$ cat src/bfd_map.vh
// Address map, field positions, reset values and timing figures of the bridge
// fault and diagnostic control block. Definitions only; included by bare name.
`ifndef BFD_MAP_VH
`define BFD_MAP_VH

// Clock period of clk_in in ns.
`define BFD_CLK_NS 10

// Register indices on the plain register port.
`define BFD_ADR_DIAG_CFG  4'h0
`define BFD_ADR_OCP_CFG   4'h1
`define BFD_ADR_MIRROR    4'h2
`define BFD_ADR_CMD       4'h3
`define BFD_ADR_SUMMARY   4'h4
`define BFD_ADR_ACT_STAT  4'h5
`define BFD_ADR_STBY_STAT 4'h6
`define BFD_ADR_IRQ_STAT  4'h7
`define BFD_ADR_IRQ_MASK  4'h8

// Field positions.
`define BFD_DIAG_SEL_LSB  0
`define BFD_DIAG_INDEP    2
`define BFD_DIAG_LATCH    3
`define BFD_OCP_LVL_LSB   0
`define BFD_OCP_FILT_LSB  2
`define BFD_MIR_IN1       0
`define BFD_MIR_IN2       1
`define BFD_MIR_DRVOFF    2
`define BFD_MIR_UNLOCK    3
`define BFD_CMD_CLR       0

// Reset values.
`define BFD_RST_DIAG_CFG  8'h00
`define BFD_RST_OCP_CFG   8'h00
`define BFD_RST_MIRROR    8'h00
`define BFD_RST_IRQ_MASK  8'h00

// Timing figures in ns.
`define BFD_T_OCP_F0_NS   600
`define BFD_T_OCP_F1_NS   1200
`define BFD_T_OCP_F2_NS   2400
`define BFD_T_OCP_F3_NS   6000
`define BFD_T_TSD_NS      20000
`define BFD_T_RETRY_NS    4000000
`define BFD_T_CLR_TSD_NS  100000

`endif

$ cat src/bfd_filt.v
// Deglitch timer: raises its output once its input level has stood high for
// a programmable number of clock cycles. Assumes one clock, synchronous reset.
`timescale 1ns/10ps
`default_nettype none

module bfd_filt #(
  parameter W = 20
) (
  // Clock and reset
  input  wire         clk_in,
  input  wire         resetn_in,
  // Level to filter and required duration
  input  wire         level_in,
  input  wire [W-1:0] limit_in,
  // Filtered level
  output reg          done_out
);

  reg [W-1:0] count;
  wire [W-1:0] next_count = count + {{(W-1){1'b0}}, 1'b1};

  always @(posedge clk_in) begin
    if (!resetn_in || !level_in) begin
      count    <= {W{1'b0}};
      done_out <= 1'b0;
    end else if (!done_out) begin
      count <= next_count;
      if (next_count >= limit_in) begin
        done_out <= 1'b1;
      end
    end
  end

endmodule

`default_nettype wire

$ cat src/bfd_core.v
// Fault and diagnostic control of an H-bridge driver: diagnostic selection
// decode, overcurrent and over-temperature reactions, fault logging, the
// open-drain fault pin and off-state load check setup.
// Assumes analog comparators arrive already synchronous to clk_in and that
// the device state machine outside provides the active and standby levels.
//
// Contract
// Full-bridge control: diag_select 00 turns off-state checks off, else on.
// Independent control: diag_select picks load side, off-state, on-state, sensing.
// diag_select writes act at once, in any state.
// Faults pull fault_out_low low; sleep releases it.
// Serial variant: pin is inverse of summary bit, except locked off-state case.
// Fault records cleared only by clear_faults_cmd or sleep request.
// One status read per state gives the whole, uniquely coded picture.
// Overcurrent_trip only in active state after current exceeds filter time.
// Overcurrent_trip asserts pin, tri-states both or only affected output.
// Overcurrent_trip reaction is latched or retry after retry time.
// Overcurrent level and filter time come from overcurrent_config_reg.
// Overtemp_shutdown in standby or active: pin, outputs and sense tri-stated.
// Offstate_load_check runs only in standby with power transistors off.
// Check setup from pins, or from unlocked spi_input_mirror bits.
// Hardwired variant routes the comparator to the pin when checks enabled.
// Serial variant reports comparator in status; on pin when mirror locked.
// Host steps every setup and samples the comparator after settling.
// diag_select is two bits of diag_config_reg.
// Logged bits stay set after the condition clears until cleared.
`timescale 1ns/10ps
`default_nettype none
`include "bfd_map.vh"

module bfd_core #(
  parameter RETRY_CYCLES     = (`BFD_T_RETRY_NS + `BFD_CLK_NS - 1) / `BFD_CLK_NS,
  parameter TSD_CLEAR_CYCLES = (`BFD_T_CLR_TSD_NS + `BFD_CLK_NS - 1) / `BFD_CLK_NS
) (
  // Clock and reset
  input  wire       clk_in,
  input  wire       resetn_in,
  // Register port
  input  wire [3:0] reg_addr_in,
  input  wire [7:0] reg_wdata_in,
  input  wire       reg_wr_in,
  input  wire       reg_rd_in,
  output reg  [7:0] reg_rdata_out,
  // Device context
  input  wire       variant_serial_in,
  input  wire       hw_offstate_en_in,
  input  wire       state_active_in,
  input  wire       state_standby_in,
  input  wire       sleep_request_low_in,
  // Controller input pins
  input  wire       ctrl_in1_in,
  input  wire       ctrl_in2_in,
  input  wire       drive_off_in,
  // Analog monitors
  input  wire [1:0] overcurrent_raw_in,
  input  wire       overtemp_raw_in,
  input  wire       offstate_comparator_in,
  // Open-drain fault pin
  input  wire       fault_pin_in,
  output reg        fault_out_low_out,
  output reg        fault_oe_out,
  // Power stage control
  output reg        out1_hiz_out,
  output reg        out2_hiz_out,
  output reg        current_sense_hiz_out,
  output reg  [1:0] ocp_level_out,
  output reg        load_high_side_out,
  output reg        onstate_diag_en_out,
  // Off-state check setup
  output reg        olp_pu1_out,
  output reg        olp_pd1_out,
  output reg        olp_pu2_out,
  output reg        olp_pd2_out,
  output reg        olp_ref_high_out,
  output reg        olp_sel_out2_out,
  // Interrupt
  output reg        irq_out
);

  localparam OCP_F0_CYC = (`BFD_T_OCP_F0_NS + `BFD_CLK_NS - 1) / `BFD_CLK_NS;
  localparam OCP_F1_CYC = (`BFD_T_OCP_F1_NS + `BFD_CLK_NS - 1) / `BFD_CLK_NS;
  localparam OCP_F2_CYC = (`BFD_T_OCP_F2_NS + `BFD_CLK_NS - 1) / `BFD_CLK_NS;
  localparam OCP_F3_CYC = (`BFD_T_OCP_F3_NS + `BFD_CLK_NS - 1) / `BFD_CLK_NS;
  localparam TSD_CYC    = (`BFD_T_TSD_NS + `BFD_CLK_NS - 1) / `BFD_CLK_NS;

  reg  [7:0] diag_config_reg;
  reg  [7:0] overcurrent_config_reg;
  reg  [7:0] spi_input_mirror;
  reg  [7:0] irq_stat;
  reg  [7:0] irq_mask;
  reg  [1:0] ocp_trip;
  reg        tsd_trip;
  reg  [1:0] log_ocp;
  reg        log_tsd;
  reg        cmp_prev;
  reg  [19:0] ocp_limit;
  reg        offstate_en_ser;
  reg        load_hs;
  reg        onstate_en;
  reg        sense_en;
  reg        next_pu1;
  reg        next_pd1;
  reg        next_pu2;
  reg        next_pd2;
  reg        next_refh;
  reg        next_sel2;

  wire [1:0] diag_select = diag_config_reg[`BFD_DIAG_SEL_LSB +: 2];
  wire       indep       = diag_config_reg[`BFD_DIAG_INDEP];
  wire       latch_mode  = diag_config_reg[`BFD_DIAG_LATCH];
  wire       unlocked    = spi_input_mirror[`BFD_MIR_UNLOCK];
  wire       asleep      = ~sleep_request_low_in;
  wire       wr_cmd      = reg_wr_in && (reg_addr_in == `BFD_ADR_CMD);
  wire       clear_faults_cmd = wr_cmd && reg_wdata_in[`BFD_CMD_CLR];
  wire       log_clear   = clear_faults_cmd || asleep;
  wire [1:0] ocp_det;
  wire [1:0] ocp_ret;
  wire       tsd_det;
  wire       tsd_ret;

  // Diagnostic selection decode; purely combinational so writes act at once.
  always @* begin
    offstate_en_ser = 1'b0;
    load_hs         = 1'b0;
    onstate_en      = 1'b1;
    sense_en        = 1'b1;
    if (!indep) begin
      offstate_en_ser = (diag_select != 2'b00);
    end else begin
      case (diag_select)
        2'b00: begin
          onstate_en = 1'b0;
        end
        2'b01: begin
          offstate_en_ser = 1'b1;
          onstate_en      = 1'b0;
        end
        2'b10: begin
          load_hs  = 1'b1;
          sense_en = 1'b0;
        end
        default: begin
          offstate_en_ser = 1'b1;
          load_hs         = 1'b1;
          sense_en        = 1'b0;
        end
      endcase
    end
  end

  wire offstate_en = variant_serial_in ? offstate_en_ser : hw_offstate_en_in;

  // Overcurrent filter time from the configuration field.
  always @* begin
    case (overcurrent_config_reg[`BFD_OCP_FILT_LSB +: 2])
      2'b00:   ocp_limit = OCP_F0_CYC[19:0];
      2'b01:   ocp_limit = OCP_F1_CYC[19:0];
      2'b10:   ocp_limit = OCP_F2_CYC[19:0];
      default: ocp_limit = OCP_F3_CYC[19:0];
    endcase
  end

  // One filter and one retry timer per half-bridge.
  genvar h;
  generate
    for (h = 0; h < 2; h = h + 1) begin : g_half
      bfd_filt #(
        .W (20)
      ) u_ocp_filt (
        .clk_in    (clk_in),
        .resetn_in (resetn_in),
        .level_in  (state_active_in & overcurrent_raw_in[h] & ~ocp_trip[h]),
        .limit_in  (ocp_limit),
        .done_out  (ocp_det[h])
      );
      bfd_filt #(
        .W (20)
      ) u_ocp_retry (
        .clk_in    (clk_in),
        .resetn_in (resetn_in),
        .level_in  (ocp_trip[h] & ~latch_mode),
        .limit_in  (RETRY_CYCLES[19:0]),
        .done_out  (ocp_ret[h])
      );
    end
  endgenerate

  bfd_filt #(
    .W (20)
  ) u_tsd_filt (
    .clk_in    (clk_in),
    .resetn_in (resetn_in),
    .level_in  ((state_active_in | state_standby_in) & overtemp_raw_in & ~tsd_trip),
    .limit_in  (TSD_CYC[19:0]),
    .done_out  (tsd_det)
  );

  // Retry after over-temperature waits for the sensor to fall below its
  // hysteresis point and then for the clear time.
  bfd_filt #(
    .W (20)
  ) u_tsd_clear (
    .clk_in    (clk_in),
    .resetn_in (resetn_in),
    .level_in  (tsd_trip & ~overtemp_raw_in & ~latch_mode),
    .limit_in  (TSD_CLEAR_CYCLES[19:0]),
    .done_out  (tsd_ret)
  );

  // Trip states: a fresh detection wins over a retry or a clear.
  always @(posedge clk_in) begin
    if (!resetn_in || asleep) begin
      ocp_trip <= 2'h0;
      tsd_trip <= 1'b0;
    end else begin
      ocp_trip <= (ocp_trip & ~ocp_ret & ~{2{clear_faults_cmd}}) | ocp_det;
      tsd_trip <= (tsd_trip & ~tsd_ret & ~clear_faults_cmd) | tsd_det;
    end
  end

  // Sticky fault log; detection wins over a clear in the same cycle.
  always @(posedge clk_in) begin
    if (!resetn_in) begin
      log_ocp <= 2'h0;
      log_tsd <= 1'b0;
    end else begin
      log_ocp <= (log_ocp & ~{2{log_clear}}) | ocp_det;
      log_tsd <= (log_tsd & ~log_clear) | tsd_det;
    end
  end

  wire summary_fault = |log_ocp | log_tsd;

  // Off-state check setup source and run condition.
  wire use_mirror = variant_serial_in & unlocked;
  wire src_in1 = use_mirror ? spi_input_mirror[`BFD_MIR_IN1] : ctrl_in1_in;
  wire src_in2 = use_mirror ? spi_input_mirror[`BFD_MIR_IN2] : ctrl_in2_in;
  wire src_off = use_mirror ? spi_input_mirror[`BFD_MIR_DRVOFF] : drive_off_in;
  wire olp_run = state_standby_in & offstate_en & src_off & ~asleep;

  always @* begin
    next_pu1  = 1'b0;
    next_pd1  = 1'b0;
    next_pu2  = 1'b0;
    next_pd2  = 1'b0;
    next_refh = 1'b0;
    next_sel2 = 1'b0;
    if (olp_run && !indep) begin
      case ({src_in1, src_in2})
        2'b10: begin
          next_pu1  = 1'b1;
          next_pd2  = 1'b1;
          next_refh = 1'b1;
        end
        2'b01: begin
          next_pu1  = 1'b1;
          next_pd2  = 1'b1;
          next_sel2 = 1'b1;
        end
        2'b11: begin
          next_pd1  = 1'b1;
          next_pu2  = 1'b1;
          next_sel2 = 1'b1;
        end
        default: begin
          next_sel2 = 1'b0;
        end
      endcase
    end else if (olp_run) begin
      // Upper bit of diag_select picks pull-down with low reference.
      if (src_in1) begin
        next_pu1  = ~diag_select[1];
        next_pd1  = diag_select[1];
        next_refh = ~diag_select[1];
      end else if (src_in2) begin
        next_pu2  = ~diag_select[1];
        next_pd2  = diag_select[1];
        next_refh = ~diag_select[1];
        next_sel2 = 1'b1;
      end
    end
  end

  // Comparator reaches the pin when checks are enabled in standby; in the serial variant only with the mirror locked.
  wire cmp_on_pin = offstate_en & state_standby_in &
                    (variant_serial_in ? ~unlocked : 1'b1);
  wire active_fault = |ocp_trip | tsd_trip;
  wire pin_fault = variant_serial_in ? summary_fault : active_fault;
  wire drive_low = ~asleep & (cmp_on_pin ? offstate_comparator_in : pin_fault);

  // Outputs, all from flops.
  always @(posedge clk_in) begin
    if (!resetn_in) begin
      fault_out_low_out     <= 1'b0;
      fault_oe_out          <= 1'b0;
      out1_hiz_out          <= 1'b0;
      out2_hiz_out          <= 1'b0;
      current_sense_hiz_out <= 1'b0;
      ocp_level_out         <= 2'h0;
      load_high_side_out    <= 1'b0;
      onstate_diag_en_out   <= 1'b0;
      olp_pu1_out           <= 1'b0;
      olp_pd1_out           <= 1'b0;
      olp_pu2_out           <= 1'b0;
      olp_pd2_out           <= 1'b0;
      olp_ref_high_out      <= 1'b0;
      olp_sel_out2_out      <= 1'b0;
    end else begin
      fault_out_low_out     <= 1'b0;
      fault_oe_out          <= drive_low;
      out1_hiz_out          <= tsd_trip | (indep ? ocp_trip[0] : |ocp_trip);
      out2_hiz_out          <= tsd_trip | (indep ? ocp_trip[1] : |ocp_trip);
      current_sense_hiz_out <= tsd_trip | ~sense_en;
      ocp_level_out         <= overcurrent_config_reg[`BFD_OCP_LVL_LSB +: 2];
      load_high_side_out    <= load_hs;
      onstate_diag_en_out   <= onstate_en & state_active_in;
      olp_pu1_out           <= next_pu1;
      olp_pd1_out           <= next_pd1;
      olp_pu2_out           <= next_pu2;
      olp_pd2_out           <= next_pd2;
      olp_ref_high_out      <= next_refh;
      olp_sel_out2_out      <= next_sel2;
    end
  end

  // Configuration writes take effect on the next edge in any state.
  always @(posedge clk_in) begin
    if (!resetn_in) begin
      diag_config_reg        <= `BFD_RST_DIAG_CFG;
      overcurrent_config_reg <= `BFD_RST_OCP_CFG;
      spi_input_mirror       <= `BFD_RST_MIRROR;
      irq_mask               <= `BFD_RST_IRQ_MASK;
    end else if (reg_wr_in) begin
      case (reg_addr_in)
        `BFD_ADR_DIAG_CFG: diag_config_reg <= reg_wdata_in;
        `BFD_ADR_OCP_CFG:  overcurrent_config_reg <= reg_wdata_in;
        `BFD_ADR_MIRROR:   spi_input_mirror <= reg_wdata_in;
        `BFD_ADR_IRQ_MASK: irq_mask <= reg_wdata_in;
        default: begin
          irq_mask <= irq_mask;
        end
      endcase
    end
  end

  // Interrupt events: overcurrent per half, over-temperature, comparator rise.
  wire       cmp_rise = offstate_comparator_in & ~cmp_prev & state_standby_in;
  wire [7:0] irq_set  = {4'h0, cmp_rise, tsd_det, ocp_det};
  wire [7:0] irq_w1c  = (reg_wr_in && reg_addr_in == `BFD_ADR_IRQ_STAT) ?
                        reg_wdata_in : 8'h00;

  always @(posedge clk_in) begin
    if (!resetn_in) begin
      irq_stat <= 8'h00;
      cmp_prev <= 1'b0;
      irq_out  <= 1'b0;
    end else begin
      irq_stat <= (irq_stat & ~irq_w1c) | irq_set;
      cmp_prev <= offstate_comparator_in;
      irq_out  <= |(irq_stat & irq_mask);
    end
  end

  // Status words; each fault has its own bit in the active view, the standby view logs only over-temperature.
  wire [7:0] summary_word = {5'h00, log_tsd, |log_ocp, summary_fault};
  wire [7:0] active_word  = {3'h0, onstate_en, summary_fault, log_tsd, log_ocp};
  wire [7:0] standby_word = {3'h0, ~fault_pin_in, offstate_en, summary_fault,
                             log_tsd, offstate_comparator_in};

  always @(posedge clk_in) begin
    if (!resetn_in) begin
      reg_rdata_out <= 8'h00;
    end else if (reg_rd_in) begin
      case (reg_addr_in)
        `BFD_ADR_DIAG_CFG:  reg_rdata_out <= diag_config_reg;
        `BFD_ADR_OCP_CFG:   reg_rdata_out <= overcurrent_config_reg;
        `BFD_ADR_MIRROR:    reg_rdata_out <= spi_input_mirror;
        `BFD_ADR_SUMMARY:   reg_rdata_out <= summary_word;
        `BFD_ADR_ACT_STAT:  reg_rdata_out <= active_word;
        `BFD_ADR_STBY_STAT: reg_rdata_out <= standby_word;
        `BFD_ADR_IRQ_STAT:  reg_rdata_out <= irq_stat;
        `BFD_ADR_IRQ_MASK:  reg_rdata_out <= irq_mask;
        default:            reg_rdata_out <= 8'h00;
      endcase
    end else begin
      reg_rdata_out <= 8'h00;
    end
  end

endmodule

`default_nettype wire

$ cat config.mk
export PLATFORM = sky130hd
export DESIGN_NAME = bfd_core
export DESIGN_NICKNAME = d
export VERILOG_FILES = /design/src/bfd_filt.v /design/src/bfd_core.v
export VERILOG_INCLUDE_DIRS = /design/src
export SDC_FILE = /design/constraint.sdc
export NUM_CORES = 1
export LEC_CHECK = 0
export ABC_AREA = 1
export ABC_CLOCK_PERIOD_IN_PS = 3300
export BUFFER_PORTS_ARGS = -buffer_cell sky130_fd_sc_hd__buf_2
export CAP_MARGIN = 20
export CORE_MARGIN = 5
export CORE_UTILIZATION = 38
export CTS_BUF_LIST = sky130_fd_sc_hd__clkbuf_4
export DETAILED_ROUTE_END_ITERATION = 10
export PLACE_DENSITY = 0.53
export SLEW_MARGIN = 0
export SYNTH_ARGS = -nofsm -noshare
export SYNTH_HDL_FRONTEND = slang
export SYNTH_SLANG_ARGS = --single-unit
$ cat constraint.sdc
create_clock -name clk_in -period 3.3 [get_ports clk_in]
set_input_delay 0.66 -clock clk_in [delete_from_list [all_inputs] [get_ports clk_in]]
set_output_delay 0.66 -clock clk_in [all_outputs]
set_load 0.02 [all_outputs]
Word-level counts from Yosys, hierarchy flattened
Cells that the tools add are included.
{"block": "word_totals", "reg_bits": 196, "input_bits": 29, "output_inout_bits": 24, "word_cells": 212}
{"block": "op_classes", "n_addsub": 6, "order_cmp": 6, "n_eq_ne": 15, "n_mux": 55, "bitwise": 56, "n_reduce_logical": 37}
{"op": "$add A20 B1 Y20 const B", "count": 6}
{"op": "$pmux W8 S8", "count": 1}
{"op": "$mux W1", "count": 52}
{"op": "$ge A20 B10 Y1", "count": 2}
{"op": "$ge A20 B19 Y1 const B", "count": 2}
{"op": "$pmux W10 S3", "count": 1}
{"op": "$and A1 B1 Y1", "count": 22}
{"op": "$ge A20 B11 Y1 const B", "count": 1}
{"op": "$ge A20 B14 Y1 const B", "count": 1}
{"op": "$and A8 B8 Y8", "count": 2}
{"op": "$eq A4 B3 Y1 const B", "count": 4}
{"op": "$not A1 Y1", "count": 14}
{"op": "$reduce_and A2 Y1", "count": 6}
{"op": "$reduce_or A2 Y1", "count": 6}
{"op": "$eq A2 B2 Y1 const B", "count": 4}
{"op": "$eq A4 B2 Y1 const B", "count": 2}
{"op": "$logic_not A1 Y1", "count": 8}
{"op": "$logic_or A1 B1 Y1", "count": 8}
{"op": "$mux W8", "count": 1}
{"op": "$not A8 Y8", "count": 1}
{"op": "$or A1 B1 Y1", "count": 8}
{"op": "$or A8 B4 Y8", "count": 1}
{"op": "$reduce_or A8 Y1", "count": 1}
{"op": "$and A2 B2 Y2", "count": 3}
{"op": "9 further kinds", "count": 18}

Logic depth before layout (Yosys ltp)
Gate-level depths: netlist (run 1).
{"block": "logic_depth", "word_depth": 10, "ltp_mapped": 15, "depth_no_buf": 15}

Hierarchy
Synthesis (run 1) repeated with hierarchy kept, for this count alone.
{"block": "unflattened", "hier_cells": 2171, "hier_area_um2": 13938.4}
{"module": "bfd_filt at g_half[0].u_ocp_filt ...", "n_inst": 5, "cells_each": 290, "area_each_um2": 1814.2, "seq_area_each_um2": 420.4}
{"module": "bfd_core", "n_inst": 1, "cells_each": 437, "area_each_um2": 3089.2, "seq_area_each_um2": 1401.3}
{"module": "bfd_filt at u_tsd_filt", "n_inst": 1, "cells_each": 284, "area_each_um2": 1778.0, "seq_area_each_um2": 420.4}

Worst setup path before layout (run 1)
Ideal clock, no wire load.
{"block": "synth_timing", "path_type": "reg2reg", "start": "register g_half[1].u_ocp_filt.count[0]", "end": "register g_half[1].u_ocp_filt.done_out", "setup_ns": 0.128, "t_arrival_ns": 1.878, "required_ns": 3.172, "setup_slack_ns": 1.295, "path_stages_with_launch": 16, "n_path_buf": 0, "synth_period_minus_slack_ns": 2.005, "path_cell_list": "dfxtp_1 > ha_1 > nand2_1 > nor2_2 > nand2_1 > xor2_1 > ha_1 > and3_1 > nand2_1 > nor2_1 > nor2_1 > nor2_1 > nor2_1 > nand2_1 > nor2_1 > nor2_1"}
{"block": "synth_between", "elab_chain_len": 4}
{"item": "start, declared", "line_no": "bfd_filt.v:19", "rtl": "reg [W-1:0] count;"}
{"item": "start signal, assigned", "line_no": "bfd_filt.v:24", "rtl": "count <= {W{1'b0}};"}
{"item": "start signal, assigned", "line_no": "bfd_filt.v:27", "rtl": "count <= next_count;"}
{"item": "$add A20 B1 Y20", "line_no": "bfd_filt.v:20", "rtl": "wire [W-1:0] next_count = count + {{(W-1){1'b0}}, 1'b1};"}
{"item": "named net g_half[1].u_ocp_filt.next_count[6]", "line_no": "bfd_filt.v:20"}
{"item": "$ge A20 B10 Y1", "line_no": "bfd_filt.v:28", "rtl": "if (next_count >= limit_in) begin"}
{"item": "$mux W1", "line_no": "bfd_filt.v:28"}
{"item": "$mux W1", "line_no": "bfd_filt.v:26", "rtl": "end else if (!done_out) begin"}
{"item": "end signal, assigned", "line_no": "bfd_filt.v:25", "rtl": "done_out <= 1'b0;"}
{"item": "end signal, assigned", "line_no": "bfd_filt.v:29", "rtl": "done_out <= 1'b1;"}
{"item": "end, declared", "line_no": "bfd_filt.v:16", "rtl": "output reg done_out"}
The timed path passes the listed nets, and every way through them passes these cells.
A chain may end at the register's enable or synchronous reset.

Worst setup path in the final report (run 1)
Same ends and word-level chain as after synthesis.

==> out/qor.csv, run 1 <==
stage,metric,value,unit
floorplanning,die_y,178,µm
cells_and_area,nFillCells,2961,
power_and_ir_drop,vdd_drop_max,0.270,mV
floorplanning,die_area,31700,µm²
clock_network,h-tree-depth,4,
cells_and_area,fin_nets,1710,
logic_synthesis,synth_edf_count,0,
floorplanning,fp-row-count,61,
floorplanning,start_util,38.6,%
power_and_ir_drop,powerDensity,320,nW/µm²
global_routing,grt_max_degree,35,
logic_synthesis,synth_fa_ha_area_share,2.91,%
cells_and_area,drive_gt1_share,8.39,%
timing,min_period_over_period,65.9,%
timing,hold_viol,0,
cells_and_area,area_growth_syn_to_layout,7.82,%
setup_path,critPathLaunchType,flop,
clock_network,cts.reportedPaths.clkPinSlew,170,ps
floorplanning,core-area,27900,µm²
logic_synthesis,ys.flop_type,dfxtp_1,
logic_synthesis,ys_top_cells_by_count,"nand2_1, inv_1, dfxtp_1, nor2_1, a21oi_1",
logic_synthesis,yosys_warnings,0,
setup_path,cp_max_fo,4,
timing,rsz0062_at_grt,no,
drt,ant_nets,0,
power_and_ir_drop,power.static_leakage,5.37,nW
setup_path,slowest_delay,420,ps
logic_synthesis,synthXorXnorAreaFrac,4.73,%
clock_network,cts_sinks,196,
drt,dr.pass1.iters,5,
setup_path,worst-setup-path-type,flop to flop,
logic_synthesis,synth_area,10700,µm²
global_routing,grt_pass1_vias,9121,
logic_synthesis,seq_area_frac_synth,36.5,%
floorplanning,ios,53,
logic_synthesis,async_flop_share,0,%
logic_synthesis,synth.top_cells.by_area,"dfxtp_1, nand2_1, inv_1",
timing,whs,356,ps
timing,fmaxAchievable,0.460,GHz
global_routing,gr-total-overflow,0,
logic_synthesis,syn_area_per_cell,6.63,µm²
timing,fin_skew,25.3,ps
logic_synthesis,syn-num-nets,1674,
drt,post_drt_via_cell_ratio,4.80,
logic_synthesis,synth_top_area_share,36.5,%
status,outcome,finished clean,
place,hpwl,20700,µm
place,io_buffers,51,
logic_synthesis,syn_inst,1620,
setup_path,end_kind,flop,
logic_synthesis,synthSimpleGateAreaFrac,28.8,%
setup_path,crit_chain,ha_1 -> nand2_1 -> nor2_2 -> nand2_1 -> xor2_1 -> ha_1 -> and3_1 -> nand2_1 -> nor2_1 -> nor2_1 -> nor2_1 -> nor2_1 -> nand2_1 -> nor2_1 -> nor2_1,
logic_synthesis,synth_mux_area_share,0,%
logic_synthesis,yosysMostFrequentCell,nand2_1,
global_routing,grtUsageTotal,17.6,%
run,cap_violations,0,
timing,finalSetupTns,0,ps
clock_network,cts-root-buf,clkbuf_4,
logic_synthesis,yosysTopAreaCell,dfxtp_1,
logic_synthesis,ys_types,44,
setup_path,cpMaxStageDelayCell,dfxtp_1,
min_path,hold_path.class,input pin to flop,
setup_path,crit_top_cell,nor2_1,
clock_network,clock_path_buffers,2,
cells_and_area,reg.largest.list,"g_half.u_ocp_filt.count: 40 flops, g_half.u_ocp_retry.count: 40 flops",
floorplanning,chipWidth,178,µm
setup_path,required,3790,ps
global_routing,antenna_found_initial,3,
drt,drtIter0Drc,794,
timing,final_max_slew_viol_count,0,
clock_network,cts_tree,yes,
drt,wl_per_cell,13.3,µm
clock_network,cts_resized,0,
setup_path,arrival,2660,ps
logic_synthesis,synth-compound-area-share,15.8,%
clock_network,insertion_delay,590,ps
drt,drc,0,
timing,finalCriticalPeriod,2170,ps
place,place_congestion,0.858,
logic_synthesis,ys_ff_latch,196,
timing,worstMarginPinSlew,759,ps
global_routing,grt_pass1_wl,45500,µm
drt,vias,9835,
logic_synthesis,synth_top_family_by_area,simple AND/OR/NAND/NOR gates,
timing,finalSetupViolCount,0,
clock_network,hold_buffers,0,
clock_network,numCtsBuffers,17,
drt,postRouteWirelength,27400,µm
clock_network,cts_setup_buffers,0,
timing,relSlewSlack,49.1,%
==> worst max-delay path, delay by kind of cell (launching register included) <==
| kind | cells | cell delay [ps] |
|---|---|---|
| xor+xnor | 1 | 200 |
| simple gates | 12 | 1010 |
| fa+ha+maj | 2 | 470 |
| flops | 1 | 420 |
==> final timing paths <==
path	depth (start not counted)	slack [ps]	from	to
worst min register to register	1	430	cmp_prev	irq_stat[3]
worst max register to register	15	1130	g_half[1].u_ocp_filt.count[0]	g_half[1].u_ocp_filt.done_out
worst min-delay path	3	360	resetn_in	onstate_diag_en_out
worst max-delay path	15	1130	g_half[1].u_ocp_filt.count[0]	g_half[1].u_ocp_filt.done_out
==> metal layers <==
| metal | track usage (%) | vias up | routed length (µm) |
|---|---|---|---|
| met2 | 27.8 | 171 | 12000 |
| met3 | 3.18 | 19 | 1150 |
| li1 | - | 5252 | - |
| met4 | 3.77 | 2 | 263 |
| met1 | 25.2 | 4391 | 13900 |
| met5 | 0 | - | 13 |
==> cell type report <==
class	count	area, µm²	share of cell area [%]
clock inverters	13	85.1	0.734
diodes	2	5.00	0.0432
flip-flops and latches	196	3920	33.9
repair buffers	60	323	2.79
multi-input cells	1111	5620	48.5
well taps	378	473	4.08
clock buffers	19	143	1.23
inverters	270	1010	8.75
==> where the power goes <==
| group | switching [W] | leakage, nW | internal, W |
|---|---|---|---|
| Combinational | 0.000111 | 3.67 | 0.0000453 |
| Sequential | 0.0000106 | 1.58 | 0.00238 |
| Clock | 0.000843 | 0.124 | 0.000311 |
==> per-stage QoR <==
step / cells / utilization (%) / worst slack [ps] / power (W) / area, µm²
floorplan: 1620 / - / 1290 / 0.00253 / 10700
detailed placement: 2015 / 40.8 / 1030 / 0.00260 / 11400
CTS: 2047 / 41.6 / 1120 / 0.00378 / 11600
finish: 2049 / 41.6 / 1130 / 0.00370 / 11600
global route: 2048 / 41.6 / 892 / 0.00388 / 11600
global placement: 2015 / 40.8 / 1060 / 0.00260 / 11400
==> placed cells by master (no fill, tap or decap), types with 6 or more instances in the layout <==
| cell | synthesis | final |
|---|---|---|
| a221oi_1 | 6 | 6 |
| o22ai_1 | 11 | 11 |
| nand3_1 | 101 | 101 |
| dfxtp_1 | 196 | 196 |
| inv_2 | 8 | 8 |
| buf_4 | 2 | 9 |
| o21ai_0 | 98 | 98 |
| nand2_1 | 359 | 359 |
| clkbuf_4 | 0 | 19 |
| nor2_4 | 6 | 6 |
| xor2_1 | 52 | 52 |
| nand4_1 | 15 | 15 |
| nor3_1 | 28 | 28 |
| inv_1 | 260 | 260 |
| xnor2_1 | 6 | 6 |
| o211ai_1 | 33 | 33 |
| nand2_2 | 8 | 8 |
| nor2_1 | 166 | 166 |
| buf_2 | 9 | 51 |
| nor2_2 | 19 | 19 |
| o21ai_1 | 13 | 13 |
| ha_1 | 25 | 25 |
| a21oi_1 | 131 | 131 |
==> kinds of logic (layout without fill, tap and decap cells) <==
kind of cell	Yosys count	in the layout
compound gates	308	308
xor+xnor	58	58
fa+ha+maj	25	25
buf+inv	313	362
flops	196	196
other cells	1	3
simple gates	719	719
No activity file was read; power rests on OpenSTA's default activity.
==> inputs of run 2 (changes only) <==
--- a/config.mk
+++ b/config.mk
@@ -7,14 +7,14 @@
 export NUM_CORES = 1
 export LEC_CHECK = 0
 export ABC_AREA = 1
-export ABC_CLOCK_PERIOD_IN_PS = 3300
+export ABC_CLOCK_PERIOD_IN_PS = 1900
 export BUFFER_PORTS_ARGS = -buffer_cell sky130_fd_sc_hd__buf_2
 export CAP_MARGIN = 20
 export CORE_MARGIN = 5
 export CORE_UTILIZATION = 38
 export CTS_BUF_LIST = sky130_fd_sc_hd__clkbuf_4
 export DETAILED_ROUTE_END_ITERATION = 10
-export PLACE_DENSITY = 0.53
+export PLACE_DENSITY = 0.55
 export SLEW_MARGIN = 0
 export SYNTH_ARGS = -nofsm -noshare
 export SYNTH_HDL_FRONTEND = slang
==> constraint.sdc (replaced) <==
create_clock -name clk_in -period 1.9 [get_ports clk_in]
set_input_delay 0.38 -clock clk_in [delete_from_list [all_inputs] [get_ports clk_in]]
set_output_delay 0.38 -clock clk_in [all_outputs]
set_load 0.02 [all_outputs]
==> run 2 against run 1 <==
  * The run now ends with negative setup slack left
  * Combinational power is 90% higher
  * Clock-buffer cell count down 2
  * Global-route usage is essentially flat
  * Core utilization increased by 2.5 points
  * Flip-flop and latch count stayed put
  * Clock skew grew 8.5 ps
  * Worst setup slack got worse by 1300 ps
  * Sequential share of layout area down 1.7 points
  * Die area did not move
  * Wire length decreased by 0.94%
  * Critical endpoint unchanged
  * Largest power group unchanged
  * Highest routed layer is now met4
==> out/qor.csv, run 2 (synthesis gave the netlist of run 1 again) <==
stage,metric,value,unit
status,outcome,"finished, violations left",
status,violations,negative setup slack,
setup_path,crit_buf_inv,1,
clock_network,hold_buffers,0,
drt,dr.pass1.iters,5,
timing,finalCriticalPeriod,2050,ps
global_routing,grtUsageTotal,17.6,%
clock_network,cts-root-buf,clkbuf_4,
place,dp_slack,-170,ps
setup_path,critPathLaunchType,flop,
setup_path,crit_start,g_half[1].u_ocp_filt.count[1],
clock_network,cts_tree,yes,
setup_path,slowest_delay,400,ps
setup_path,reg2reg_from,g_half[1].u_ocp_filt.count[1],
place,place_area,11800,µm²
clock_network,cts_sinks,196,
clock_network,numCtsBuffers,17,
timing,finalSetupViolCount,2,
run,cap_violations,0,
setup_path,worst-setup-path-type,flop to flop,
place,place_congestion,0.840,
timing,rsz0062_at_grt,yes,
setup_path,crit_top_cell,nor2_1,
setup_path,path_depth,15,
cells_and_area,finish.utilization,44.1,%
drt,post_drt_via_cell_ratio,4.78,
power_and_ir_drop,powerDensity,545,nW/µm²
setup_path,required,2410,ps
setup_path,cp_top_family,simple AND/OR/NAND/NOR gates,
setup_path,arrival,2560,ps
place,io_buffers,51,
clock_network,h-tree-depth,4,
floorplanning,ios,53,
timing,fin_ws,-146,ps
clock_network,cts.reportedPaths.clkPinSlew,160,ps
clock_network,clock_path_buffers,2,
setup_path,cpMaxStageDelayCell,dfxtp_4,
floorplanning,die_y,178,µm
timing,relSlewSlack,59.5,%
timing,fmaxAchievable,0.489,GHz
drt,postRouteWirelength,27100,µm
cells_and_area,reg.largest.list,"g_half.u_ocp_filt.count: 40 flops, g_half.u_ocp_retry.count: 40 flops",
timing,fin_skew,33.8,ps
cells_and_area,fin_nets,1771,
global_routing,gr-total-overflow,0,
cells_and_area,area_growth_syn_to_layout,14.2,%
floorplanning,start_util,38.6,%
place,hpwl,20600,µm
timing,min_period_over_period,108,%
setup_path,r2r_setup_slack,-150,ps
global_routing,grt_pass1_wl,45700,µm
setup_path,cp_max_fo,3,
power_and_ir_drop,vdd_drop_max,0.382,mV
timing,worstMarginPinSlew,607,ps
drt,drc,0,
setup_path,reg2regPathDepth,15,
timing,whs,58.7,ps
global_routing,antenna_found_initial,1,
setup_path,end_kind,flop,
global_routing,grt_pass1_vias,9336,
setup_path,crit_chain,ha_4 -> nand2_4 -> nor2_4 -> nand2_2 -> xor2_2 -> ha_1 -> buf_4 -> nand3_1 -> nand2_1 -> nor2_1 -> nor2_1 -> nor2_1 -> nand2_1 -> nor2_1 -> nor2_1,
power_and_ir_drop,power.static_leakage,5.74,nW
cells_and_area,drive_gt1_share,13.6,%
floorplanning,chipWidth,178,µm
cells_and_area,postLayoutCellArea,12300,µm²
floorplanning,die_area,31700,µm²
global_routing,grt_max_degree,27,
clock_network,insertion_delay,610,ps
drt,wl_per_cell,12.8,µm
min_path,hold_path.class,input pin to flop,
timing,finalSetupTns,-167,ps
cells_and_area,final_common_cell,nand2_1,
timing,final_max_slew_viol_count,0,
cells_and_area,final_cell_mix,"nand2_1, inv_1, dfxtp_1",
drt,vias,10100,
floorplanning,core-area,27900,µm²
timing,hold_viol,0,
min_path,whs_path_depth,3,
floorplanning,fp-row-count,61,
drt,drtIter0Drc,674,
drt,ant_nets,0,
min_path,min_from,state_active_in,
[run 2: per-stage QoR]
step           instances  power [W]
3_5_place_dp        2068    0.00453
2_1_floorplan       1620    0.00440
3_3_place_gp        2068    0.00453
5_1_grt             2109    0.00701
6_report            2109    0.00669
4_1_cts             2104    0.00682
[run 2: power breakdown]
part	total [W]	internal, W	switching [W]
Clock	0.00225	0.000681	0.00157
Combinational	0.000297	0.0000986	0.000199
Sequential	0.00415	0.00413	0.0000160
[run 2: final timing paths]
check	endpoint
worst min-delay path	onstate_diag_en_out
worst max register to register	g_half[1].u_ocp_filt.done_out
worst min register to register	irq_stat[3]
worst max-delay path	g_half[1].u_ocp_filt.done_out
[run 2: final cells by class]
class | count | area [µm²]
inverter | 270 | 1010
sequential | 196 | 3950
timing repair buffer | 121 | 788
fill | 2935 | 15600
clock buffer | 17 | 128
antenna | 1 | 2.50
multi-input combinational | 1111 | 5780
tap | 378 | 473
clock inverter | 15 | 145
[run 2: timing repair]
action                     4_1_cts  5_1_grt
resized for setup               14       27
setup endpoints to repair        2        6
pin swaps                       20       26
gates cloned                     0        0
setup buffers                    4        4
[run 2: per-layer routing]
metal | track usage, % | wire, µm | vias to the layer above | part of all wire, %
li1 | - | - | 5378 | -
met1 | 25.2 | 13900 | 4533 | 51
met2 | 28.0 | 11900 | 159 | 44
met3 | 2.90 | 1040 | 13 | 3.8
met4 | 3.54 | 243 | 0 | 0.90
met5 | 0 | 0 | - | 0
[run 2: worst reg2reg max path, cell delays in order (launching register included)]
cell and delay (ps):
dfxtp_4 400, ha_4 150, nand2_4 50, nor2_4 110, nand2_2 80, xor2_2 150, ha_1 290, buf_4 140
nand3_1 90, nand2_1 60, nor2_1 120, nor2_1 60, nor2_1 90, nand2_1 60, nor2_1 90, nor2_1 40
==> inputs of run 3 (changes only) <==
--- a/config.mk
+++ b/config.mk
@@ -7,14 +7,13 @@
 export NUM_CORES = 1
 export LEC_CHECK = 0
 export ABC_AREA = 1
-export ABC_CLOCK_PERIOD_IN_PS = 1900
-export BUFFER_PORTS_ARGS = -buffer_cell sky130_fd_sc_hd__buf_2
+export ABC_CLOCK_PERIOD_IN_PS = 2300
+export BUFFER_PORTS_ARGS = -buffer_cell sky130_fd_sc_hd__buf_4
 export CAP_MARGIN = 20
 export CORE_MARGIN = 5
 export CORE_UTILIZATION = 38
-export CTS_BUF_LIST = sky130_fd_sc_hd__clkbuf_4
 export DETAILED_ROUTE_END_ITERATION = 10
-export PLACE_DENSITY = 0.55
+export PLACE_DENSITY = 0.53
 export SLEW_MARGIN = 0
 export SYNTH_ARGS = -nofsm -noshare
 export SYNTH_HDL_FRONTEND = slang
==> constraint.sdc (replaced) <==
create_clock -name clk_in -period 2.3 [get_ports clk_in]
set_input_delay 0.46 -clock clk_in [delete_from_list [all_inputs] [get_ports clk_in]]
set_output_delay 0.46 -clock clk_in [all_outputs]
set_load 0.02 [all_outputs]
==> run 3 against run 2 <==
  * The run now ends clean
  * Global-route usage rose by 0.25 points
  * Clock-buffer cell count rose by 2
  * Register-to-register slack improved by 360 ps
  * Fmax fell by 1.7%
  * Clock power rose by 36%
  * Non-clock buffer count fell by 51
  * Flip-flop and latch count did not move
  * Wire length rose by 1.5%
  * Sequential share of layout area rose by 0.077 points
  * Sequential power fell by 17%
  * Design area fell by 0.74%
  * Critical path depth fell by 2
  * Highest routed layer unchanged
==> out/qor.csv, run 3 (synthesis gave the netlist of run 1 again) <==
stage,metric,value,unit
status,outcome,finished clean,
floorplanning,start_util,38.6,%
drt,ant_nets,0,
global_routing,grtUsageTotal,17.8,%
floorplanning,core-area,27900,µm²
cells_and_area,nFillCells,2924,
run,cap_violations,0,
drt,vias,9948,
global_routing,grt_util_met1,25.5,%
cells_and_area,final_common_cell,nand2_1,
timing,finalCriticalPeriod,2080,ps
min_path,hold_path.class,input pin to flop,
drt,dr.pass1.iters,5,
power_and_ir_drop,internal_power,0.00520,W
setup_path,reg2reg_from,g_half[0].u_ocp_filt.count[0],
drt,drc,0,
drt,postRouteWirelength,27500,µm
setup_path,reg2regPathDepth,13,
drt,drtIter0Drc,731,
clock_network,cts-root-buf,clkbuf_16,
timing,min_period_over_period,90.5,%
floorplanning,ios,53,
place,hpwl,20700,µm
global_routing,gr-total-overflow,0,
power_and_ir_drop,clkPwrFrac,45.5,%
power_and_ir_drop,p_comb_share,3.6,%
global_routing,grt_pass1_vias,9362,
timing,relSlewSlack,57.4,%
global_routing,met3_usage,2.73,%
cells_and_area,fin_nets,1720,
clock_network,cts.reportedPaths.clkPinSlew,70,ps
cells_and_area,drive_gt1_share,9.30,%
timing,finalSetupViolCount,0,
global_routing,grt_pass1_wl,46300,µm
power_and_ir_drop,seqPwrFrac,50.9,%
power_and_ir_drop,totalPowerFinal,0.00673,W
timing,fin_skew,11.1,ps
cells_and_area,area_growth_syn_to_layout,13.4,%
cells_and_area,postLayoutCellArea,12200,µm²
setup_path,end_kind,flop,
setup_path,crit_start,g_half[0].u_ocp_filt.count[0],
clock_network,cts_tree,yes,
power_and_ir_drop,powerDensity,553,nW/µm²
clock_network,hold_buffers,0,
power_and_ir_drop,switching_share,22.7,%
cells_and_area,final_cell_mix,"nand2_1, inv_1, dfxtp_1",
global_routing,grt_max_degree,27,
drt,post_drt_via_cell_ratio,4.84,
timing,hold_viol,0,
setup_path,worst-setup-path-type,flop to flop,
timing,fmaxAchievable,0.480,GHz
global_routing,antenna_found_initial,0,
global_routing,grtUsageMet2,28.6,%
timing,final_max_slew_viol_count,0,
cells_and_area,ff_latch_area,3930,µm²
place,place_area,11500,µm²
floorplanning,chipWidth,178,µm
global_routing,top_usage_layer,met2,
min_path,min_from,offstate_comparator_in,
power_and_ir_drop,vdd_drop_max,0.419,mV
setup_path,required,2670,ps
min_path,whs_path_depth,3,
clock_network,clock_path_buffers,2,
power_and_ir_drop,net-switching-power,0.00153,W
cells_and_area,multi_input_area,5650,µm²
power_and_ir_drop,power.static_leakage,5.60,nW
clock_network,cts_sinks,196,
place,io_buffers,51,
cells_and_area,reg.largest.list,"g_half.u_ocp_filt.count: 40 flops, g_half.u_ocp_retry.count: 40 flops",
clock_network,h-tree-depth,4,
setup_path,critPathLaunchType,flop,
floorplanning,fp-row-count,61,
setup_path,arrival,2450,ps
clock_network,numCtsBuffers,17,
setup_path,cp_max_fo,5,
clock_network,insertion_delay,430,ps
drt,wl_per_cell,13.4,µm
place,place_congestion,0.887,
timing,worstMarginPinSlew,639,ps
floorplanning,die_area,31700,µm²
floorplanning,die_y,178,µm
==> run 3: changes by cell type in the layout (fill, tap and decap cells not counted), moves of 4 or more <==
cell       change
buf_2         -51
clkbuf_16     +17
clkbuf_4      -17
dfxtp_1        +6
dfxtp_4        -5
nand2_1        +5
nand3_1        +4
nand3_2        -4
==> run 3: path summary, 6_finish.rpt <==
check                                                endpoint  slack [ps]
worst min register to register                    irq_stat[3]         420
worst max-delay path            g_half[0].u_ocp_filt.done_out         220
worst max register to register  g_half[0].u_ocp_filt.done_out         220
worst min-delay path                                 cmp_prev         300
==> run 3: metal layers <==
metal | wire, µm | vias to the layer above
li1 | - | 5276
met1 | 14200 | 4489
met2 | 12000 | 164
met3 | 976 | 19
met4 | 291 | 0
met5 | 0 | -
==> run 3: stage by stage <==
| stage | hold slack (ps) | setup WS (ps) | TNS (ps) | cells | utilization (%) |
|---|---|---|---|---|---|
| floorplan | 397 | 295 | 0 | 1620 | - |
| global placement | 405 | 141 | 0 | 2024 | 41.5 |
| detailed placement | 419 | 123 | 0 | 2024 | 41.5 |
| CTS | 286 | 109 | 0 | 2055 | 43.6 |
| global route | 311 | -12.1 | -12.1 | 2056 | 43.7 |
| finish | 303 | 218 | 0 | 2057 | 43.7 |
==> run 3: cell type report <==
class / instances / share of cell area [%]
clock inverter: 12 / 1.26
multi-input combinational: 1111 / 46.4
antenna: 1 / 0.0205
clock buffer: 19 / 3.55
timing repair buffer: 70 / 4.31
tap: 378 / 3.88
inverter: 270 / 8.32
sequential: 196 / 32.2
==> run 3: timing repair <==
item / in CTS / in global routing
setup endpoints to repair: 0 / 1
gates resized for setup: 0 / 9
buffers inserted: 0 / 1
==> run 3: power by group through the flow <==
stage	sequential [W]	combinational (W)	clock, W
6_report	0.00343	0.000243	0.00306
5_1_grt	0.00343	0.000273	0.00332
2_1_floorplan	0.00350	0.000130	0
4_1_cts	0.00342	0.000243	0.00317
3_5_place_dp	0.00350	0.000242	0
3_3_place_gp	0.00350	0.000241	0
==> run 3: worst max-delay path: stages (launching register included) <==
cell      delay [ps]
dfxtp_1          410
ha_1             210
nand2_1           90
nor2_2           160
nand2_1           90
xor2_1           160
ha_1             300
nand3_1           70
o21bai_1         150
nor2_1            80
nor2_1            40
nor2_1            80
nor2_1            50
a21oi_1          120
